**src/verilog/nsx_pkg.sv**
```systemverilog
// Constants and carrier types for the nibble/xor/direction decode block
package nsx_pkg;
	// ------------------------------------------------------------
	// Opcode patterns
	// ------------------------------------------------------------
	localparam logic [11:0] NSX_NIBBLE_MASK = 12'hfc0;
	localparam logic [11:0] NSX_NIBBLE_CODE = 12'h380;
	localparam logic [11:0] NSX_RXOR_MASK = 12'hfc0;
	localparam logic [11:0] NSX_RXOR_CODE = 12'h180;
	localparam logic [11:0] NSX_DIR_MASK = 12'hff8;
	localparam logic [11:0] NSX_DIR_CODE = 12'h000;
	localparam logic [11:0] NSX_LXOR_MASK = 12'hf00;
	localparam logic [11:0] NSX_LXOR_CODE = 12'hf00;
	// ------------------------------------------------------------
	// Field positions and values
	// ------------------------------------------------------------
	localparam int NSX_DEST_BIT = 5;
	localparam logic [2:0] NSX_DIR_FIRST = 3'h5;
	localparam logic [7:0] NSX_W_RESET = 8'h00;
	localparam logic NSX_Z_RESET = 1'b0;

	typedef enum {NSX_IDLE, NSX_EXEC} nsx_state_t;

	// Request toward the file register and direction latches
	typedef struct packed {
		logic file_we;
		logic [4:0] file_addr;
		logic [7:0] file_wdata;
		logic dir_we;
		logic [2:0] dir_sel;
		logic [7:0] dir_wdata;
	} nsx_wr_t;

	typedef struct packed {
		logic w_we;
		logic z_we;
		logic file_we;
		logic dir_we;
		logic [7:0] result;
	} nsx_dec_t;
endpackage : nsx_pkg

```
**src/verilog/nsx_alu.sv**
```systemverilog
// Combinational decode and result of the four operations
`timescale 1ns/1ps
module nsx_alu (
	input wire logic [11:0] instr,
	input wire logic [7:0] w_val,
	input wire logic [7:0] file_val,
	output nsx_pkg::nsx_dec_t dec
);
	function automatic logic hit(input logic [11:0] i, input logic [11:0] m,
		input logic [11:0] c);
		hit = (i & m) == c;
	endfunction : hit

	always_comb begin
		dec = '0;
		if (hit(instr, nsx_pkg::NSX_NIBBLE_MASK, nsx_pkg::NSX_NIBBLE_CODE)) begin
			dec.result = {file_val[3:0], file_val[7:4]};
			dec.file_we = instr[nsx_pkg::NSX_DEST_BIT];
			dec.w_we = ~instr[nsx_pkg::NSX_DEST_BIT];
		end else if (hit(instr, nsx_pkg::NSX_RXOR_MASK, nsx_pkg::NSX_RXOR_CODE)) begin
			dec.result = w_val ^ file_val;
			dec.z_we = 1'b1;
			dec.file_we = instr[nsx_pkg::NSX_DEST_BIT];
			dec.w_we = ~instr[nsx_pkg::NSX_DEST_BIT];
		end else if (hit(instr, nsx_pkg::NSX_LXOR_MASK, nsx_pkg::NSX_LXOR_CODE)) begin
			dec.result = w_val ^ instr[7:0];
			dec.z_we = 1'b1;
			dec.w_we = 1'b1;
		end else if (hit(instr, nsx_pkg::NSX_DIR_MASK, nsx_pkg::NSX_DIR_CODE)) begin
			// Selections below 5 are other opcodes sharing this row; ignore them
			dec.result = w_val;
			dec.dir_we = instr[2:0] >= nsx_pkg::NSX_DIR_FIRST;
		end
	end
endmodule : nsx_alu

```
**src/verilog/nsx_core.sv**
```systemverilog
// Execute stage: working register, zero flag and write requests
`timescale 1ns/1ps
module nsx_core (
	input wire logic clk,
	input wire logic reset,
	input wire logic instr_valid,
	input wire logic [11:0] instr,
	input wire logic [7:0] file_rdata,
	output logic [4:0] file_raddr,
	output nsx_pkg::nsx_wr_t wr,
	output logic [7:0] w_out,
	output logic z_out,
	output logic done
);
	nsx_pkg::nsx_dec_t dec;
	logic [7:0] w_reg, w_next;
	logic z_reg, z_next;
	nsx_pkg::nsx_wr_t wr_reg, wr_next;
	logic done_reg, done_next;

	// ------------------------------------------------------------
	// Decode
	// ------------------------------------------------------------
	// File read is combinational so every operation ends in one cycle
	assign file_raddr = instr[4:0];

	nsx_alu u_alu (
		.instr(instr),
		.w_val(w_reg),
		.file_val(file_rdata),
		.dec(dec)
	);

	// ------------------------------------------------------------
	// Execute
	// ------------------------------------------------------------
	always_comb begin
		w_next = w_reg;
		z_next = z_reg;
		wr_next = '0;
		done_next = instr_valid;
		if (instr_valid) begin
			if (dec.w_we) begin
				w_next = dec.result;
			end
			if (dec.z_we) begin
				z_next = dec.result == 8'h00;
			end
			wr_next.file_we = dec.file_we;
			wr_next.file_addr = instr[4:0];
			wr_next.file_wdata = dec.result;
			wr_next.dir_we = dec.dir_we;
			wr_next.dir_sel = instr[2:0];
			wr_next.dir_wdata = w_reg;
		end
	end

	always_ff @(posedge clk) begin
		if (reset) begin
			w_reg <= nsx_pkg::NSX_W_RESET;
			z_reg <= nsx_pkg::NSX_Z_RESET;
			wr_reg <= '0;
			done_reg <= 1'b0;
		end else begin
			w_reg <= w_next;
			z_reg <= z_next;
			wr_reg <= wr_next;
			done_reg <= done_next;
		end
	end

	assign wr = wr_reg;
	assign w_out = w_reg;
	assign z_out = z_reg;
	assign done = done_reg;

	// ------------------------------------------------------------
	// Opcode classes seen by the checks
	// ------------------------------------------------------------
	// Taken straight from the package patterns, apart from the decoder,
	// so a slip in the decoder's priority chain shows up as a failure
	logic is_swap, is_rxor, is_lxor, is_dir, is_dest_file;
	assign is_swap = (instr & nsx_pkg::NSX_NIBBLE_MASK) == nsx_pkg::NSX_NIBBLE_CODE;
	assign is_rxor = (instr & nsx_pkg::NSX_RXOR_MASK) == nsx_pkg::NSX_RXOR_CODE;
	assign is_lxor = (instr & nsx_pkg::NSX_LXOR_MASK) == nsx_pkg::NSX_LXOR_CODE;
	assign is_dir = (instr & nsx_pkg::NSX_DIR_MASK) == nsx_pkg::NSX_DIR_CODE;
	assign is_dest_file = instr[nsx_pkg::NSX_DEST_BIT];

	// ------------------------------------------------------------
	// Checks
	// ------------------------------------------------------------
	AST_SWAP_W: assert property (@(posedge clk) disable iff (reset)
		instr_valid && (instr & 12'hfe0) == 12'h380 |=>
		w_reg == {$past(file_rdata[3:0]), $past(file_rdata[7:4])} && $stable(z_reg))
		else $error("nibble exchange to w wrong");
	AST_SWAP_F: assert property (@(posedge clk) disable iff (reset)
		instr_valid && (instr & 12'hfe0) == 12'h3a0 |=>
		wr.file_we && wr.file_wdata == {$past(file_rdata[3:0]), $past(file_rdata[7:4])}
		&& $stable(w_reg))
		else $error("nibble exchange to file wrong");
	AST_DIR: assert property (@(posedge clk) disable iff (reset)
		instr_valid && (instr & 12'hff8) == 12'h000 |=>
		wr.dir_we == ($past(instr[2:0]) >= 3'h5) && $stable(z_reg) && $stable(w_reg))
		else $error("direction load wrong");
	AST_RXOR_Z: assert property (@(posedge clk) disable iff (reset)
		instr_valid && (instr & 12'hfc0) == 12'h180 |=>
		z_reg == (($past(w_reg) ^ $past(file_rdata)) == 8'h00))
		else $error("register xor zero flag wrong");
	AST_RXOR_D: assert property (@(posedge clk) disable iff (reset)
		instr_valid && (instr & 12'hfe0) == 12'h1a0 |=>
		wr.file_we && wr.file_wdata == ($past(w_reg) ^ $past(file_rdata)) && $stable(w_reg))
		else $error("register xor to file wrong");
	AST_RXOR_W: assert property (@(posedge clk) disable iff (reset)
		instr_valid && (instr & 12'hfe0) == 12'h180 |=>
		!wr.file_we && w_reg == ($past(w_reg) ^ $past(file_rdata)))
		else $error("register xor to w wrong");
	AST_LXOR: assert property (@(posedge clk) disable iff (reset)
		instr_valid && (instr & 12'hf00) == 12'hf00 |=>
		w_reg == ($past(w_reg) ^ $past(instr[7:0])) && z_reg == (w_reg == 8'h00))
		else $error("literal xor wrong");
	AST_IDLE: assert property (@(posedge clk) disable iff (reset)
		!instr_valid |=> $stable(w_reg) && !wr.file_we && !wr.dir_we && !done)
		else $error("state changed without instruction");

	// ------------------------------------------------------------
	// Checks on side effects and sources
	// ------------------------------------------------------------
	// Each request bit must trace back to one of the opcode classes allowed to raise it
	AST_DONE: assert property (@(posedge clk) disable iff (reset)
		instr_valid
		|=> done)
		else $error("done missing after instruction");

	AST_UNKNOWN: assert property (@(posedge clk) disable iff (reset)
		instr_valid && !is_swap && !is_rxor && !is_lxor && !is_dir
		|=> $stable(w_reg) && $stable(z_reg) && !wr.file_we && !wr.dir_we)
		else $error("unknown opcode changed state");

	AST_DIR_REFUSE: assert property (@(posedge clk) disable iff (reset)
		instr_valid && is_dir && instr[2:0] < nsx_pkg::NSX_DIR_FIRST
		|=> !wr.dir_we && !wr.file_we && $stable(w_reg) && $stable(z_reg))
		else $error("refused direction selection acted");

	AST_DIR_DATA: assert property (@(posedge clk) disable iff (reset)
		instr_valid && is_dir && instr[2:0] >= nsx_pkg::NSX_DIR_FIRST
		|=> wr.dir_sel == $past(instr[2:0]) && wr.dir_wdata == $past(w_reg)
		&& !wr.file_we)
		else $error("direction load data wrong");

	AST_SWAP_ADDR: assert property (@(posedge clk) disable iff (reset)
		instr_valid && is_swap && is_dest_file
		|=> wr.file_addr == $past(instr[4:0]) && !wr.dir_we)
		else $error("nibble exchange address wrong");

	AST_SWAP_Z: assert property (@(posedge clk) disable iff (reset)
		instr_valid && is_swap
		|=> $stable(z_reg) && !wr.dir_we)
		else $error("nibble exchange touched flags");

	AST_SWAP_KEEP: assert property (@(posedge clk) disable iff (reset)
		instr_valid && is_swap && !is_dest_file
		|=> !wr.file_we)
		else $error("nibble exchange to w wrote file");

	AST_RXOR_ADDR: assert property (@(posedge clk) disable iff (reset)
		instr_valid && is_rxor && is_dest_file
		|=> wr.file_addr == $past(instr[4:0]))
		else $error("register xor address wrong");

	AST_RXOR_NODIR: assert property (@(posedge clk) disable iff (reset)
		instr_valid && is_rxor
		|=> !wr.dir_we)
		else $error("register xor wrote direction latch");

	AST_LXOR_NOWR: assert property (@(posedge clk) disable iff (reset)
		instr_valid && is_lxor
		|=> !wr.file_we && !wr.dir_we)
		else $error("literal xor wrote outside w");

	AST_FILE_SRC: assert property (@(posedge clk) disable iff (reset)
		wr.file_we
		|-> $past(instr_valid && (is_swap || is_rxor) && is_dest_file))
		else $error("file write without source");

	AST_DIR_SRC: assert property (@(posedge clk) disable iff (reset)
		wr.dir_we
		|-> $past(instr_valid && is_dir && instr[2:0] >= nsx_pkg::NSX_DIR_FIRST))
		else $error("direction write without source");

	// Only the two xor forms may move the zero flag
	AST_Z_SRC: assert property (@(posedge clk) disable iff (reset)
		!$stable(z_reg)
		|-> $past(instr_valid && (is_rxor || is_lxor)))
		else $error("zero flag moved without xor");

	AST_W_SRC: assert property (@(posedge clk) disable iff (reset)
		!$stable(w_reg)
		|-> $past(instr_valid && (((is_swap || is_rxor) && !is_dest_file) || is_lxor)))
		else $error("working register moved without source");

	// ------------------------------------------------------------
	// Reset checks
	// ------------------------------------------------------------
	AST_RESET: assert property (@(posedge clk)
		reset
		|=> w_reg == nsx_pkg::NSX_W_RESET && z_reg == nsx_pkg::NSX_Z_RESET
		&& wr == '0 && !done)
		else $error("reset values wrong");
endmodule : nsx_core

```
**config.mk**
```make
export PLATFORM = sky130hd
export DESIGN_NAME = nsx_core
export DESIGN_NICKNAME = d
export VERILOG_FILES = /design/src/verilog/nsx_pkg.sv /design/src/verilog/nsx_alu.sv /design/src/verilog/nsx_core.sv
export SDC_FILE = /design/constraint.sdc
export NUM_CORES = 1
export LEC_CHECK = 0
export BUFFER_PORTS_ARGS = -buffer_cell sky130_fd_sc_hd__buf_2
export CAP_MARGIN = 20
export CORE_UTILIZATION = 47
export DETAILED_ROUTE_END_ITERATION = 12
export PLACE_DENSITY = 0.77
export SLEW_MARGIN = 5
export SYNTH_ARGS = -nofsm -noshare
export SYNTH_HDL_FRONTEND = slang
export SYNTH_SLANG_ARGS = --single-unit
```
**constraint.sdc**
```tcl
create_clock -name clk -period 2.4 [get_ports clk]
set_input_delay 0.48 -clock clk [delete_from_list [all_inputs] [get_ports clk]]
set_output_delay 0.48 -clock clk [all_outputs]
set_load 0.03 [all_outputs]
```
# Yosys cells after proc, flatten, opt, wreduce, memory -nomap -nowiden
# Index checks and enable logic that the tools add are counted.
totals:
  reg_bits: 36
  latchBits: 0
  mem_bits_rw: 0
  mem_bits_ro: 0
  out_inout_bits: 41
  wordCells: 34
  n_memories: 0
classes:
  addsub: 0
  n_mul: 0
  n_div: 0
  order_cmp: 1
  n_eq_ne: 3
  n_shift: 0
  n_mux: 10
  bitwise_logic: 5
  n_reduce_logical: 6
op_table:
  columns: ["op", "n"]
  rows:
  - ["8-bit two-way mux", 4]
  - ["8-bit bitwise XOR", 2]
  - ["12-bit zero test", 1]
  - ["8-bit zero test", 1]
  - ["6-bit by 3-bit == test with 1-bit output (second input constant)", 1]
  - ["6-bit by 4-bit == test with 1-bit output (second input constant)", 1]
  - ["6-bit OR reduction", 1]
  - ["4-bit == test (second input constant)", 1]
  - ["1-bit two-way mux", 4]
  - ["2-bit two-way mux", 2]
  - ["2-bit AND reduction", 2]
  - ["3-bit greater-or-equal comparator (second input constant)", 1]
  - ["1-bit NOT", 3]
  - ["2-bit OR reduction", 1]

# Depth between registers and ports, before layout
# Gate-level depths: netlist of run 1.
depth:
  word_depth: 6
  depth_mapped: 7

# By module
# From an unflattened synthesis of run 1, not the netlist that was laid out.
hier_totals:
  hier_cells: 181
  hier_area_um2: 1629.1
modules_own_cells:
  columns: ["module", "instances", "cells_per_inst", "area_each_um2"]
  rows:
  - ["nsx_core", 1, 102, 1119.8]
  - ["nsx_alu", 1, 79, 509.2]

# Worst setup path before layout of run 1
# OpenSTA, ideal clock, no wires.
synth_path:
  kind: "input to register"
  start: "input instr[8]"
  end: "register w_reg[0], in the netlist w_out[0]"
  setup_time_ns: 0.065
  arrival_ns: 1.984
  required_time_ns: 2.335
  path_slack_ns: 0.351
  path_stages: 6
  n_path_buf: 0
  cell_sequence: "or4_4 > or3_1 > a22o_1 > a31oi_4 > mux2i_1 > nor2_1"
synth_via:
  elab_chain_len: 5
  elab_cells_between_ends: 12
synth_lines:
  columns: ["item", "line_no", "text"]
  rows:
  - ["start, declared", "nsx_core.sv:7", "input wire logic [11:0] instr,"]
  - ["12-bit zero test / 4-bit == test (equally long branches)", "nsx_alu.sv:11", "hit = (i & m) == c;"]
  - ["8-bit two-way mux / 2-bit two-way mux (equally long branches)", "nsx_alu.sv:29, nsx_alu.sv:25", null]
  - ["8-bit two-way mux / 2-bit two-way mux (equally long branches)", "nsx_alu.sv:25, nsx_alu.sv:20", null]
  - ["8-bit two-way mux / 1-bit two-way mux (equally long branches)", "nsx_alu.sv:20, nsx_alu.sv:16", null]
  - ["8-bit two-way mux / 2-bit AND reduction (equally long branches)", null, null]
  - ["end signal, assigned", "nsx_core.sv:60", "w_reg <= nsx_pkg::NSX_W_RESET;"]
  - ["end signal, assigned", "nsx_core.sv:65", "w_reg <= w_next;"]
  - ["end, declared", "nsx_core.sv:16", "logic [7:0] w_reg, w_next;"]
# Several ways; a longest one is shown, not always the timed one.
# A chain may end at the register's enable or synchronous reset.

# Worst setup path after layout of run 1
layout_path:
  start: "register w_reg[5], in the netlist w_out[5]"
  end: "register z_reg, in the netlist z_out"
layout_via:
  elab_chain_len: 5
  elab_cells_between_ends: 7
layout_lines:
  columns: ["item", "line_no", "text"]
  rows:
  - ["8-bit two-way mux / 8-bit bitwise XOR (equally long branches)", "nsx_alu.sv:29, nsx_alu.sv:26", null]
  - ["8-bit two-way mux", "nsx_alu.sv:25", "end else if (hit(instr, nsx_pkg::NSX_LXOR_MASK, nsx_pkg::NSX_LXOR_CODE)) begin"]
  - ["8-bit two-way mux (*)", "nsx_alu.sv:20", "end else if (hit(instr, nsx_pkg::NSX_RXOR_MASK, nsx_pkg::NSX_RXOR_CODE)) begin"]
  - ["8-bit two-way mux (*)", "nsx_alu.sv:16", "if (hit(instr, nsx_pkg::NSX_NIBBLE_MASK, nsx_pkg::NSX_NIBBLE_CODE)) begin"]
  - ["8-bit zero test (*)", "nsx_core.sv:47", "z_next = dec.result == 8'h00;"]
  - ["end signal, assigned", "nsx_core.sv:61", "z_reg <= nsx_pkg::NSX_Z_RESET;"]
  - ["end signal, assigned", "nsx_core.sv:66", "z_reg <= z_next;"]
  - ["end, declared", "nsx_core.sv:17", "logic z_reg, z_next;"]
# Every way passes the cells marked *; elsewhere a longest branch is shown, timed or not.

==> flow_summary.toml, run 1 <==
[status]
outcome = "finished clean"

[detailed_routing]
wirelength_mm = 3.77
final_antenna_net_count = 0
drt_pass1_iterations = 4
vias = 1443
wl_per_cell_um = 13.4
route.detailed.drc = 0
viasPerCell = 5.12
drt-initial-drc-count = 45

[finish]
final_cells = 282
antenna_cells = 0
area_growth_syn_to_layout_pct = 30.7
drive_above_1_share_pct = 40.3
largest_register_ffs = 23
nNetsFinal = 260

[timing]
fmax_ghz = 0.495
final_max_slew_viol_count = 0
hold_viol = 0
relSlewSlack_pct = 76.2
finalSetupViolations = 0
final.setup.tns_ns = 0
period_minus_slack_ns = 2.02
grt_setup_unrepaired = "false"
period_share_pct = 84.2
clock_skew_ns = 0.0140
worst_slew_pin_slew_ns = 0.353

[floorplanning]
dieHeight_um = 59.7
core_area_sq_mm = 0.00310
initial_utilization_pct = 50.4
die_area_sq_mm = 0.00357
std_cell_rows = 20
pin_count = 64
die_x_um = 59.7

[setup_path]
worst-endpoint-arrival_ns = 2.27
path_cells = "xor2_1 > mux2_2 > o22ai_1 > o21ai_0 > or4_1 > o31ai_2"
slowest_delay_ns = 0.55
critPathLaunchType = "flip-flop"
cpLargestDelayFamily = "simple AND/OR/NAND/NOR gates"
required_ns = 2.65
slowest_stage = "or4_1"
cp.depth = 6
crit_path_end_kind = "flip-flop"
worstPathMaxFanout = 6
critPathKind = "flip-flop to flip-flop"
worst_r2r_path_depth = 6
crit_buf_inv = 0

[synth]
avgSynthCellArea_sq_um = 9.43
syn_area_sq_mm = 0.00157
syn_nets = 189
async_flop_share_pct = 0
seq_area_frac_synth_pct = 42.2
synth_cell_types = 49
yosysWarnings = 0
synth_flop_cell = "dfxtp_1"
ys_ff_latch = 33
synthCells = 166
synth_edf_count = 0

[clock_network]
htreeDepth = 2
cts_root_buf = "clkbuf_4"
insertion_delay_ns = 0.34
clk_path_buf_depth = 2
ctsResizeCount = 0
ctsHoldBuffers = 0
cts.sink_count = 33
clkTransAtPathRegs_ns = 0.11
cts_buffers = 5
post_cts_buffers = 0
tritoncts = "yes"

[power]
p_leak_nw = 0.985
power_density_mw_per_mm2 = 561
irDropWorstVdd_v = 0.000331

[hold_path]
hold_path_class = "primary input to flip-flop"
hold_depth = 2

[grt]
grt_pass1_wl_mm = 6.14
grt_max_degree = 19
overflow = 0
track_usage_pct = 23.9
grt_pass1_vias = 1228
antenna_found_initial = 0

[flow_run]
max_cap_viol_count = 0

[placed_design]
io_buffers = 63
dp_hpwl_mm = 2.80
routabilityCongestion = 0.866
placed_cells = 274
## layout make-up
| cell class | count | area [sq um] |
|---|---|---|
| Clock buffer | 7 | 55.1 |
| Clock inverter | 1 | 30.0 |
| Fill cell | 272 | 1060 |
| Inverter | 2 | 7.51 |
| Multi-Input combinational cell | 118 | 817 |
| Sequential cell | 33 | 661 |
| Tap cell | 44 | 55.1 |
| Timing Repair Buffer | 77 | 420 |
## logic make-up after synthesis
family,Yosys count,synth area share [%]
and+or+nand+nor,70,25.3
DFF,33,42.2
AOI/OAI and AO/OA,29,15.5
buffers and inverters,15,5.60
xor gates and xnor gates,12,6.71
muxes,7,4.64
## through the flow
step | total power, mW | cell area [sq um] | utilization (%) | worst slack (ns) | hold slack (ns)
after CTS | 1.16 | 2050 | 65.9 | 0.399 | 0.392
final | 1.15 | 2050 | 65.9 | 0.380 | 0.406
after floorplan | 0.664 | 1570 | - | 0.351 | 0.602
after detailed placement | 0.723 | 1960 | 63.2 | 0.0895 | 0.505
after global placement | 0.722 | 1960 | 63.2 | 0.0983 | 0.503
after global routing | 1.21 | 2050 | 65.9 | 0.281 | 0.388
## report_power, final
group	internal (mW)	switching (mW)	leakage [nW]
Sequential	0.555	0.00371	0.267
Clock	0.249	0.186	0.0455
Combinational	0.0586	0.0949	0.672
Total	0.862	0.284	0.985
## metal layers
metal	wire length [um]	vias to the layer above	share of wire (%)	track usage [%]
met5	0	-	0	0
li1	-	716	-	-
met1	1710	656	45	33.7
met2	1720	63	45	34.4
met3	268	8	7.1	6.49
met4	79	0	2.1	9.30
## Yosys cell counts (all sizes together), types with 3 or more instances
cell type / instances / share of area, %
and2: 17 / 6.8
or4: 3 / 1.7
nor3: 3 / 1.3
buf: 9 / 4.2
xor2: 10 / 5.6
mux2i: 5 / 3.2
dfxtp: 33 / 42
o21ai: 4 / 1.3
a21oi: 5 / 1.8
nor2: 18 / 4.8
o31ai: 3 / 2.1
a22o: 3 / 1.7
nand2: 9 / 2.2
nand3: 7 / 2.2
clkbuf: 4 / 0.96
## path summary, 6_finish.rpt
path | end | slack (ns) | startpoint
max | z_out | 0.38 | w_out[5]
min | wr[21] | 0.41 | instr[1]
max reg2reg | z_out | 0.38 | w_out[5]
min reg2reg | z_out | 0.53 | z_out
## layout by cell type, fill, tap and decap left out, drive strengths merged, types with 2 or more instances in the layout
| cell type | Yosys | layout |
|---|---|---|
| inv | 2 | 2 |
| dfxtp | 33 | 33 |
| or3 | 2 | 2 |
| o22ai | 2 | 2 |
| mux2 | 2 | 2 |
| or4 | 3 | 3 |
| mux2i | 5 | 5 |
| a221oi | 2 | 2 |
| clkbuf | 4 | 7 |
| nand2 | 9 | 9 |
| and2 | 17 | 17 |
| o21a | 2 | 2 |
| nor3 | 3 | 3 |
| o21ai | 4 | 4 |
| xor2 | 10 | 10 |
| o31ai | 3 | 3 |
| buf | 9 | 77 |
| xnor2 | 2 | 2 |
| nor2 | 18 | 18 |
| nand3 | 7 | 7 |
| a22o | 3 | 3 |
| a31oi | 2 | 2 |
| a21oi | 5 | 5 |
No activity file was read; power rests on OpenSTA's default activity.
==> run 2, diff against run 1 <==
clock period = 2 ns   (was 2.4 ns; I/O delays follow)
==> run 2 against run 1 <==
  * Critical path depth rose by 1
  * Sequential share of layout area down 3.0 points
  * Setup slack lost 0.24 ns
  * Count of clock-buffer cells in the layout unchanged
  * Largest cell class unchanged
==> flow_summary.toml, run 2 (same netlist as run 1, synthesis figures left out) <==
[status]
outcome = "finished clean"

[grt]
overflow = 0
track_usage_pct = 26.2
antenna_found_initial = 0
grt_pass1_vias = 1503
grt_pass1_wl_mm = 6.78
grt_max_degree = 19

[detailed_routing]
drt-initial-drc-count = 45
drt_pass1_iterations = 4
route.detailed.drc = 0
wirelength_mm = 4.19
vias = 1563
viasPerCell = 5.06
wl_per_cell_um = 13.6
final_antenna_net_count = 0

[finish]
design_area_sq_mm = 0.00226
layout_common_cells = "63 x buf_2, 41 x buf_4, 32 x dfxtp_1"
drive_above_1_share_pct = 47.2
antenna_cells = 0
area_growth_syn_to_layout_pct = 44.1
fill_cells = 280
final_core_util_pct = 72.7
largest_register_ffs = 23
area.sequential_sq_um = 662
nNetsFinal = 287
final_common_cell = "buf_2"
multi_input_area_sq_um = 823

[setup_path]
critPathLaunch = "instr[9]"
worst_r2r_path_depth = 6
r2r_start = "w_out[5]"
worst-endpoint-arrival_ns = 2.14
r2r-end = "z_out"
worstPathMaxFanout = 6
cp.depth = 7
required_ns = 2.28
slowest_delay_ns = 0.56
path_cells = "buf_2 > or4_1 > or3_1 > a22o_1 > a31oi_4 > mux2i_1 > nor2_1"
cpLargestDelayFamily = "simple AND/OR/NAND/NOR gates"
critPathLaunchType = "primary input"
crit_path_end_kind = "flip-flop"
critPathKind = "primary input to flip-flop"
crit_buf_inv = 1
slowest_stage = "or4_1"
r2r_setup_slack_ns = 0.17

[floorplanning]
core_area_sq_mm = 0.00310
pin_count = 64
die_x_um = 59.7
dieHeight_um = 59.7
die_area_sq_mm = 0.00357
std_cell_rows = 20
initial_utilization_pct = 50.4

[clock_network]
cts_buffers = 5
htreeDepth = 2
cts.sink_count = 33
cts_root_buf = "clkbuf_4"
post_cts_buffers = 0
clk_path_buf_depth = 2
tritoncts = "yes"
ctsHoldBuffers = 0
ctsResizeCount = 0
insertion_delay_ns = 0.35
clkTransAtPathRegs_ns = 0.10

[power]
irDropWorstVdd_v = 0.000342
p_leak_nw = 1.12
power_density_mw_per_mm2 = 630

[timing]
period_minus_slack_ns = 1.86
grt_setup_unrepaired = "false"
hold_viol = 0
period_share_pct = 92.9
finalSetupViolations = 0
relSlewSlack_pct = 74.6
fmax_ghz = 0.538
worst_slew_pin_slew_ns = 0.376
clock_skew_ns = 0.0204
final_max_slew_viol_count = 0

[hold_path]
hold_depth = 2
min_from = "instr[1]"
min_delay_worst_endpoint = "wr[21]"
hold_path_class = "primary input to flip-flop"

[flow_run]
max_cap_viol_count = 0

[placed_design]
routabilityCongestion = 0.955
placed_area_sq_mm = 0.00216
io_buffers = 63
dp_hpwl_mm = 3.23
-- run 2: worst max-delay path by stage --
stage                           to  slack [ns]
after floorplan              z_out        0.02
after global placement    w_out[0]       -0.16
after detailed placement  w_out[0]       -0.19
after CTS                    z_out        0.06
after global routing         z_out        0.02
final                     w_out[0]        0.14
-- run 2: metal layers --
metal	track usage, %	vias up	wire [um]	part of all wire (%)
met2	44.0	62	2020	48
met4	8.64	0	47	1.1
met3	6.06	5	289	6.9
met1	33.0	722	1830	44
li1	-	774	-	-
met5	0	-	0	0
-- run 2: through the flow --
step	hold slack, ns	power, mW	setup TNS [ns]	instances	setup slack, ns
CTS	0.307	1.43	0	309	0.0640
global placement	0.495	0.897	-1.06	301	-0.157
floorplan	0.522	0.797	0	166	0.0200
global route	0.322	1.48	0	309	0.0236
finish	0.320	1.42	0	309	0.143
detailed placement	0.497	0.900	-1.29	301	-0.193
-- run 2: area by class of cell --
cell class / instances / area share [%]
clock buffer: 7 / 2.44
clock inverter: 1 / 1.33
inverter: 2 / 0.333
multi-input combinational: 118 / 36.5
sequential: 33 / 29.3
tap: 44 / 2.44
timing repair buffer: 104 / 27.6
-- run 2: power breakdown --
part	switching (mW)	internal (mW)	total, mW
Clock	0.235	0.298	0.533
Sequential	0.00444	0.666	0.670
Combinational	0.123	0.0948	0.218
Total	0.362	1.06	1.42
-- run 2: worst register-to-register path, stage by stage, from the launching register on --
cell and delay [ns]:
dfxtp_2 0.36, xor2_1 0.16, mux2_2 0.28, o22ai_2 0.14
o21ai_0 0.09, or4_1 0.56, o31ai_2 0.19
==> run 3, diff against run 2 <==
GPL_TIMING_DRIVEN = 0   (was default)
==> run 3 against run 2 <==
  * Critical path depth stayed put
  * Highest routed layer unchanged
  * Die area stayed put
  * Cell count is 9.4% lower
  * Wire length is 11% lower
  * Core utilization is 7.4 points lower
  * Count of clock-buffer cells in the layout stayed put
  * Maximum frequency is 3.4% lower
  * Sequential power hardly changed
==> flow_summary.toml, run 3 (same netlist as run 1, synthesis figures left out) <==
[detailed_routing]
route.detailed.drc = 0
vias = 1452
wirelength_mm = 3.73
drt_pass1_iterations = 4
drt-initial-drc-count = 49
final_antenna_net_count = 0
wl_per_cell_um = 13.3
viasPerCell = 5.19

[placed_design]
dp_hpwl_mm = 2.75
placed_cells = 272
routabilityCongestion = 0.914
pre_cts_ws_ns = -0.261
io_buffers = 62

[hold_path]
min_delay_worst_endpoint = "wr[21]"
min_from = "instr[1]"
hold_depth = 2
hold_path_class = "primary input to flip-flop"

[finish]
largest_register_ffs = 23
layout_common_cells = "63 x buf_2, 31 x dfxtp_1, 17 x and2_1, 17 x nor2_1, 10 x xor2_1"
final_core_util_pct = 65.3
nNetsFinal = 258
multi_input_area_sq_um = 823
final_common_cell = "buf_2"
fill_cells = 310
final_cells = 280
area.sequential_sq_um = 663
antenna_cells = 0
drive_above_1_share_pct = 40.3
area_growth_syn_to_layout_pct = 29.4

[clock_network]
cts_buffers = 5
insertion_delay_ns = 0.33
clkTransAtPathRegs_ns = 0.10
clk_path_buf_depth = 2
htreeDepth = 2
tritoncts = "yes"
cts_root_buf = "clkbuf_4"
ctsHoldBuffers = 0
cts.sink_count = 33

[floorplanning]
core_area_sq_mm = 0.00310
pin_count = 64
dieHeight_um = 59.7
die_x_um = 59.7
die_area_sq_mm = 0.00357
std_cell_rows = 20
initial_utilization_pct = 50.4

[setup_path]
r2r_start = "w_out[5]"
worstPathMaxFanout = 7
crit_path_end_kind = "flip-flop"
critPathLaunch = "instr[10]"
worst-endpoint-arrival_ns = 2.18
cp.depth = 7
worst_r2r_path_depth = 6
slowest_delay_ns = 0.57
critPathKind = "primary input to flip-flop"
crit_buf_inv = 2
critPathLaunchType = "primary input"
required_ns = 2.26
slowest_stage = "or4_1"
r2r-end = "z_out"
r2r_setup_slack_ns = 0.10
path_cells = "buf_2 > and4_1 > clkbuf_1 > a221oi_2 > o21ai_0 > or4_1 > o31ai_2"
cpLargestDelayFamily = "simple AND/OR/NAND/NOR gates"

[timing]
period_share_pct = 96.2
hold_viol = 0
relSlewSlack_pct = 68.5
final_max_slew_viol_count = 0
worst_slew_pin_slew_ns = 0.473
grt_setup_unrepaired = "false"
finalSetupViolations = 0
setup_slack_ns = 0.0769
fmax_ghz = 0.520
period_minus_slack_ns = 1.92
timing.hold.ws_ns = 0.327
clock_skew_ns = 0.00161

[power]
switching_power_uw = 340
p_leak_nw = 0.960
irDropWorstVdd_v = 0.000450
clkPwrFrac_pct = 37.7
power_mw = 1.37
p_seq_share_pct = 48.8
sw_frac_of_total_pct = 24.7
p_int_mw = 1.03
comb_power_share_pct = 13.5
power_density_mw_per_mm2 = 678

[grt]
antenna_found_initial = 0
track_usage_pct = 22.9
grt_max_degree = 11
grt_pass1_wl_mm = 5.91
grt_pass1_vias = 1246
overflow = 0

[flow_run]
max_cap_viol_count = 0

[status]
outcome = "finished clean"
run 3: layout make-up:
type / count / area share, %
multi-input cells: 118 / 40.6
flip-flops and latches: 33 / 32.7
repair buffers: 62 / 15.3
plain buffers: 13 / 4.01
clock buffers: 7 / 2.72
well taps: 44 / 2.72
clock inverters: 1 / 1.48
inverters: 2 / 0.371
run 3: worst max-delay path by stage:
stage	end
detailed placement	w_out[0]
CTS	z_out
global placement	w_out[0]
global route	z_out
floorplan	z_out
finish	z_out
run 3: metrics by stage:
| stage | area, sq um | setup TNS (ns) |
|---|---|---|
| 2_1_floorplan | 1570 | 0 |
| 3_3_place_gp | 1930 | -1.79 |
| 3_5_place_dp | 1930 | -1.83 |
| 4_1_cts | 2020 | 0 |
| 5_1_grt | 2030 | 0 |
| 6_report | 2030 | 0 |
run 3: routing by layer:
metal  track usage [%]  wire length, um
met5                 0                0
met4              9.97               71
met3              7.36              234
met2              33.5             1660
met1              30.8             1770
run 3: power by group through the flow:
| stage | logic [mW] | registers [mW] | clock network, mW |
|---|---|---|---|
| finish | 0.185 | 0.670 | 0.518 |
| global route | 0.198 | 0.672 | 0.567 |
| CTS | 0.184 | 0.670 | 0.534 |
| detailed placement | 0.181 | 0.686 | 0 |
| global placement | 0.180 | 0.685 | 0 |
| floorplan | 0.0926 | 0.704 | 0 |
run 3: repair_timing:
action	in CTS	in global routing
buffers inserted	0	0
endpoints found under the setup margin	1	3
hold endpoints to repair	0	0
resized for setup	1	5
